`config.mk`:
```
export PLATFORM = sky130hd
export DESIGN_NAME = manual_reset_pulse_stretcher
export DESIGN_NICKNAME = d
export VERILOG_FILES = /design/src/mrst_pkg.sv /design/src/manual_reset_pulse_stretcher.sv
export SDC_FILE = /design/constraint.sdc
export NUM_CORES = 1
export LEC_CHECK = 0
export BUFFER_PORTS_ARGS = -buffer_cell sky130_fd_sc_hd__buf_2
export CELL_PAD_IN_SITES_DETAIL_PLACEMENT = 1
export CELL_PAD_IN_SITES_GLOBAL_PLACEMENT = 1
export CORE_AREA = 2 2 68 70
export DETAILED_ROUTE_END_ITERATION = 10
export DIE_AREA = 0 0 70 72
export PLACE_DENSITY = 0.77
export SLEW_MARGIN = 20
export SYNTH_ARGS = -nofsm -noshare
export SYNTH_HDL_FRONTEND = slang
export SYNTH_SLANG_ARGS = --single-unit
```
`constraint.sdc`:
```
create_clock -name mclk_in -period 2 [get_ports mclk_in]
set_clock_uncertainty 0.15 [all_clocks]
set_input_delay 0.4 -clock mclk_in [delete_from_list [all_inputs] [get_ports mclk_in]]
set_output_delay 0.4 -clock mclk_in [all_outputs]
set_load 0.02 [all_outputs]
```
`src/mrst_pkg.sv`:
```
/*
  Package for the manual reset pulse stretcher: timing constants and states.
  Assumes a 10 MHz core clock; counts are derived from the nominal times.
*/
package mrst_pkg;

  // ---------------------------------------------------------------
  // Timing
  // ---------------------------------------------------------------
  localparam int unsigned CLK_HZ               = 10_000_000;
  localparam int unsigned RESET_TIMEOUT_MS     = 200;
  localparam int unsigned RESET_TIMEOUT_CYCLES = (RESET_TIMEOUT_MS * (CLK_HZ / 1000));
  localparam int unsigned CNT_W                = 24;

  // ---------------------------------------------------------------
  // Stretcher states
  // ---------------------------------------------------------------
  typedef enum logic [2:0] {
    ST_IDLE    = 3'h1,
    ST_STRETCH = 3'h2,
    ST_HELD    = 3'h4
  } state_t;

endpackage : mrst_pkg

```
`src/manual_reset_pulse_stretcher.sv`:
```
/*
  Manual reset pulse stretcher for a supervisory device with embedded memory.
  Assumes both reset pins arrive asynchronously (pushbutton or external logic)
  and that the memory controller honours mem_enable_out and ack_block_out.
*/
// Function
// - Either reset pin accepts a manual reset
// - Only the asserting edge is sensed
// - Edge starts 200 ms count, output asserted
// - Output released at expiry despite held input
// - Memory disabled while any reset persists
// - Acknowledge withheld while input held past timeout
`timescale 1ns/1ps

module manual_reset_pulse_stretcher #(
  parameter int unsigned RESET_TIMEOUT_CYCLES = mrst_pkg::RESET_TIMEOUT_CYCLES
) (
  input  wire logic mclk_in,
  input  wire logic resetn_in,
  input  wire logic rst_hi_pin_in,
  input  wire logic rst_lo_n_pin_in,
  output logic      rst_hi_drive_out,
  output logic      rst_lo_n_drive_out,
  output logic      mem_enable_out,
  output logic      ack_block_out
);

  // ---------------------------------------------------------------
  // State
  // ---------------------------------------------------------------
  typedef struct packed {
    logic [1:0]                 hi_sync;
    logic [1:0]                 lo_sync;
    logic                       hi_prev;
    logic                       lo_prev;
    mrst_pkg::state_t           state;
    logic                       src_hi;   // Which pin started the stretch
    logic [mrst_pkg::CNT_W-1:0] cnt;
    logic                       hi_drv;
    logic                       lo_n_drv;
    logic                       mem_en;
    logic                       ack_blk;
  } regs_t;

  localparam logic [mrst_pkg::CNT_W-1:0] LAST_CNT = mrst_pkg::CNT_W'(RESET_TIMEOUT_CYCLES - 1);

  regs_t regs_r;
  regs_t regs_nxt;

  logic hi_s;
  logic lo_s;
  logic hi_rise;
  logic lo_fall;
  logic input_active;
  logic stretch_nxt;

  // Synchronised levels, read only past the second stage
  assign hi_s         = regs_r.hi_sync[1];
  assign lo_s         = regs_r.lo_sync[1];
  assign hi_rise      = hi_s & ~regs_r.hi_prev;
  assign lo_fall      = ~lo_s & regs_r.lo_prev;
  assign input_active = regs_r.src_hi ? hi_s : ~lo_s;

  // ---------------------------------------------------------------
  // Next-state logic
  // ---------------------------------------------------------------
  always_comb begin
    regs_nxt         = regs_r;
    regs_nxt.hi_sync = {regs_r.hi_sync[0], rst_hi_pin_in};
    regs_nxt.lo_sync = {regs_r.lo_sync[0], rst_lo_n_pin_in};
    regs_nxt.hi_prev = hi_s;
    regs_nxt.lo_prev = lo_s;
    stretch_nxt      = 1'b0;
    unique case (regs_r.state)
      mrst_pkg::ST_IDLE: begin
        // Level alone never triggers; only an edge does
        if (hi_rise || lo_fall) begin
          regs_nxt.state  = mrst_pkg::ST_STRETCH;
          regs_nxt.src_hi = hi_rise;
          regs_nxt.cnt    = '0;
          stretch_nxt     = 1'b1;
        end
      end
      mrst_pkg::ST_STRETCH: begin
        stretch_nxt = 1'b1;
        if (regs_r.cnt == LAST_CNT) begin
          stretch_nxt    = 1'b0;
          regs_nxt.state = input_active ? mrst_pkg::ST_HELD : mrst_pkg::ST_IDLE;
        end else begin
          // Counter never passes LAST_CNT, so it cannot wrap
          regs_nxt.cnt = regs_r.cnt + mrst_pkg::CNT_W'(1);
        end
      end
      mrst_pkg::ST_HELD: begin
        // New edges ignored until the held input is released
        if (!input_active) begin
          regs_nxt.state = mrst_pkg::ST_IDLE;
        end
      end
      default: begin
        regs_nxt.state = mrst_pkg::ST_IDLE;
      end
    endcase
    // Complementary pin is driven; the source pin stays an input
    regs_nxt.hi_drv   = stretch_nxt & ~regs_nxt.src_hi;
    regs_nxt.lo_n_drv = ~(stretch_nxt & regs_nxt.src_hi);
    // Any reset on either pin keeps memory off.
    // Only the second synchroniser stage is read here: the first stage
    // may still be metastable, and a glitch would reach the memory enable.
    // Costs one cycle of extra memory-off latency after a pin change.
    regs_nxt.mem_en   = ~(stretch_nxt | hi_s | ~lo_s);
    regs_nxt.ack_blk  = (regs_nxt.state == mrst_pkg::ST_HELD) | ~regs_nxt.mem_en;
  end

  // ---------------------------------------------------------------
  // Registers
  // ---------------------------------------------------------------
  always_ff @(posedge mclk_in or negedge resetn_in) begin
    if (!resetn_in) begin
      regs_r          <= '0;
      regs_r.lo_sync  <= 2'h3;
      regs_r.lo_prev  <= 1'b1;
      regs_r.state    <= mrst_pkg::ST_IDLE;
      regs_r.lo_n_drv <= 1'b1;
      regs_r.ack_blk  <= 1'b1;
    end else begin
      regs_r <= regs_nxt;
    end
  end

  assign rst_hi_drive_out   = regs_r.hi_drv;
  assign rst_lo_n_drive_out = regs_r.lo_n_drv;
  assign mem_enable_out     = regs_r.mem_en;
  assign ack_block_out      = regs_r.ack_blk;
endmodule : manual_reset_pulse_stretcher

```
==> flow_summary_export.csv <==
group,metric,value,unit
grt,grt_pass1_vias,1631,
synth,yosysWarnings,0,
power,leakage,0.00108,µW
synth,synth_top_flop_cell,"dfrtp_1",
detailed_routing,drtAntennaViolNets,0,
floorplanning,start_util,0.416,
cts,clockBufferDepth,2,
floorplanning,pin_count,8,
power,p_comb_frac,0.221,
detailed_routing,dr_total_vias,1475,
sta,setup_viol,4,
power,sequentialPowerShare,0.410,
power,internal-power,1570,µW
setup_path,cp-end-kind,"flop",
final_layout,n_antenna_cell,0,
floorplanning,dieArea,0.00504,mm²
synth,synth_cell_types,40,
detailed_routing,drc,0,
grt,grt_max_degree,39,
final_layout,drive_above_1_share,0.412,
sta,final-max-slew-violation-count,0,
grt,overflow,0,
cts,cts_tree,"yes",
detailed_routing,drtIter0Drc,59,
run_status,violations,"negative hold slack, negative setup slack",
sta,worst_pin_slew,467,ps
cts,cts_sinks,38,
power,netSwitchingPower,613,µW
sta,grt_setup_unrepaired,"true",
cts,root_buffer,"clkbuf_8",
synth,synth-edff-count,0,
synth,synth.net_count,174,
synth,syn_area,0.00177,mm²
cts,clk_latency,290,ps
grt,antenna_found_initial,0,
power,pwr-share-clk,0.369,
floorplanning,placementRows,24,
cts,htree_levels,2,
cts,cts_buffers,5,
synth,syn_inst,169,
place,gp_congestion,0.797,
synth,yosysSeqAreaShare,0.541,
flow_run,max_cap_viol_count,0,
detailed_routing,drt_first_pass_iters,4,
sta,finalHoldViolations,7,
final_layout,final_nets,220,
power,vdd_ir_drop_max,390,µV
synth,synth_area_leaders,"dfrtp_1 (45%), dfstp_2 (8.9%), xor2_1 (4.4%)",
place,dpl_cell_area,0.00203,mm²
detailed_routing,viasPerCell,5.50,
setup_path,required,2070,ps
sta,min_period,2030,ps
detailed_routing,routed_wl,4820,µm
setup_path,worst_ep_arrival_time,2100,ps
floorplanning,core-area,0.00426,mm²
floorplanning,die_x,70,µm
synth,netlist.area_leader.share,0.452,
detailed_routing,post_drt_wl_per_cell,18.0,µm
place,hpwl,3190,µm
worst_hold_path,hp-class,"input port to async pin",
synth,synth-seq-cells,38,
synth,postSynthAreaPerCell,10.5,µm²
floorplanning,die_y,72,µm
run_status,status,"finished, violations left",
power,switching_share,0.281,
setup_path,cp-start-kind,"flop",
synth,synth_top_area_cell,"dfrtp_1",
grt,grt_pass1_wl,7760,µm
synth,async_reset_ff_frac,1.00,
power,powerDensity,914,mW/mm²
place,portBuffers,7,
setup_path,path_class,"flop to flop",
grt,grtUsageTotal,0.201,
sta,relSlewSlack,0.689,
place,dp_slack,-136,ps
setup_path,r2r_slack,-30,ps
final_layout,fin_util,0.560,
sta,hold_ws,-2.88,ps
final_layout,final_cell_area,0.00239,mm²
sta,fin_ws,-34.9,ps
final_layout,syn2layout_area_growth,34.7,%
cts,clk_pin_slew,80,ps
sta,fmax,491,MHz
sta,period_share,1.02,
setup_path,critical_path_peak_fanout,5,
## cells by family (layout without fill, tap and decap cells)
kind of cell,Yosys count,in the layout,share of synthesized area
compound gates,31,31,0.102
xor+xnor,12,12,0.0593
fa+ha+maj,1,1,0.00706
buf+inv,9,56,0.0296
flops,38,38,0.541
mux,2,2,0.0113
simple gates,76,76,0.251
## critical path: stages (launching register included)
cell     delay (ps)
dfrtp_1         400
or3b_4          430
or4_4           510
or3_4           340
a21oi_2         120
## area by class of cell
class	count	area, µm²
Timing Repair Buffer	45	332
Inverter	3	11.3
Clock inverter	2	60.1
Tap cell	52	65.1
Multi-Input combinational cell	122	877
Clock buffer	6	82.6
Fill cell	474	1880
Sequential cell	38	960
## cell usage in the layout, fill, tap and decap left out, types with 3 or more instances in the layout
cell / netlist / final
a21oi_1: 11 / 7
a21oi_2: 0 / 4
and3_1: 4 / 4
buf_2: 0 / 7
buf_4: 1 / 35
buf_6: 2 / 3
clkbuf_8: 0 / 6
dfrtp_1: 32 / 31
dfstp_2: 6 / 6
inv_1: 3 / 3
nand2_1: 10 / 9
nand3_1: 9 / 8
nand4_1: 6 / 6
nor2_1: 17 / 17
nor4_4: 0 / 3
o211ai_1: 4 / 4
o21ai_0: 9 / 3
o21ai_1: 1 / 4
o21ai_2: 0 / 3
o31ai_1: 4 / 4
or3_4: 1 / 5
xnor2_1: 3 / 3
xor2_1: 9 / 9
## power by group through the flow
stage                     registers [µW]  logic [µW]  clock network (µW)
after global placement               903         410                   0
final                                896         482                 805
after detailed placement             907         439                   0
after CTS                            894         460                 823
after global routing                 904         527                 859
after floorplan                      942         202                   0
## synth_stat cells, types with 2 or more instances
cell      count
a21oi_1      11
and3_1        4
and4_1        2
buf_6         2
clkbuf_1      3
dfrtp_1      32
dfstp_2       6
inv_1         3
mux2i_1       2
nand2_1      10
nand2b_1      2
nand3_1       9
nand4_1       6
nor2_1       17
nor3_1        3
nor4_2        2
o211ai_1      4
o21ai_0       9
o31ai_1       4
or2_2         2
or3_1         6
or4b_1        2
xnor2_1       3
xor2_1        9
## final timing paths
check | endpoint | startpoint | cells after the start
min in group mclk_in | regs_nxt[35]$_DFF_PN1_ | rst_lo_n_pin_in | 1
worst max register to register | regs_r[10]$_DFFE_PN0P_ | regs_r[31]$_DFF_PN0_ | 4
worst max-delay path | regs_r[10]$_DFFE_PN0P_ | regs_r[31]$_DFF_PN0_ | 4
worst min-delay path | mem_enable_out$_DFF_PN0_ | resetn_in | 2
max in group asynchronous | regs_r[11]$_DFFE_PN0P_ | resetn_in | 2
worst min register to register | hi_s$_DFF_PN0_ | regs_nxt[37]$_DFF_PN0_ | 0
## repair_timing
action	4_1_cts	5_1_grt
endpoints found under the setup margin	18	24
hold endpoints to repair	0	0
cloned	1	0
setup buffers	3	7
hold buffers	0	0
pin swaps	9	13
gates resized for setup	18	19
## layer usage
layer  share of wire  track usage  vias to the layer above
met5               0            0                        -
met3           0.022       0.0444                       14
met4           0.032        0.126                        0
met2            0.53        0.361                       17
met1            0.42        0.215                      750
li1                -            -                      694
## through the flow
step,cells,hold WS (ps),TNS [ps],power [µW]
6_report,268,-2.88,-54.9,2180
2_1_floorplan,169,-45.6,-22.1,1140
3_3_place_gp,249,184,-644,1310
4_1_cts,261,9.21,-393,2180
5_1_grt,268,24.6,-540,2290
3_5_place_dp,249,192,-1050,1350
## sequential cells by signal (all words and copies together) (netlist names)
register	flops
regs_nxt	2
lo_s	1
rst_hi_drive_out	1
ack_block_out	1
regs_r	30
hi_s	1
rst_lo_n_drive_out	1
mem_enable_out	1
(Power assumes the default switching activity.)
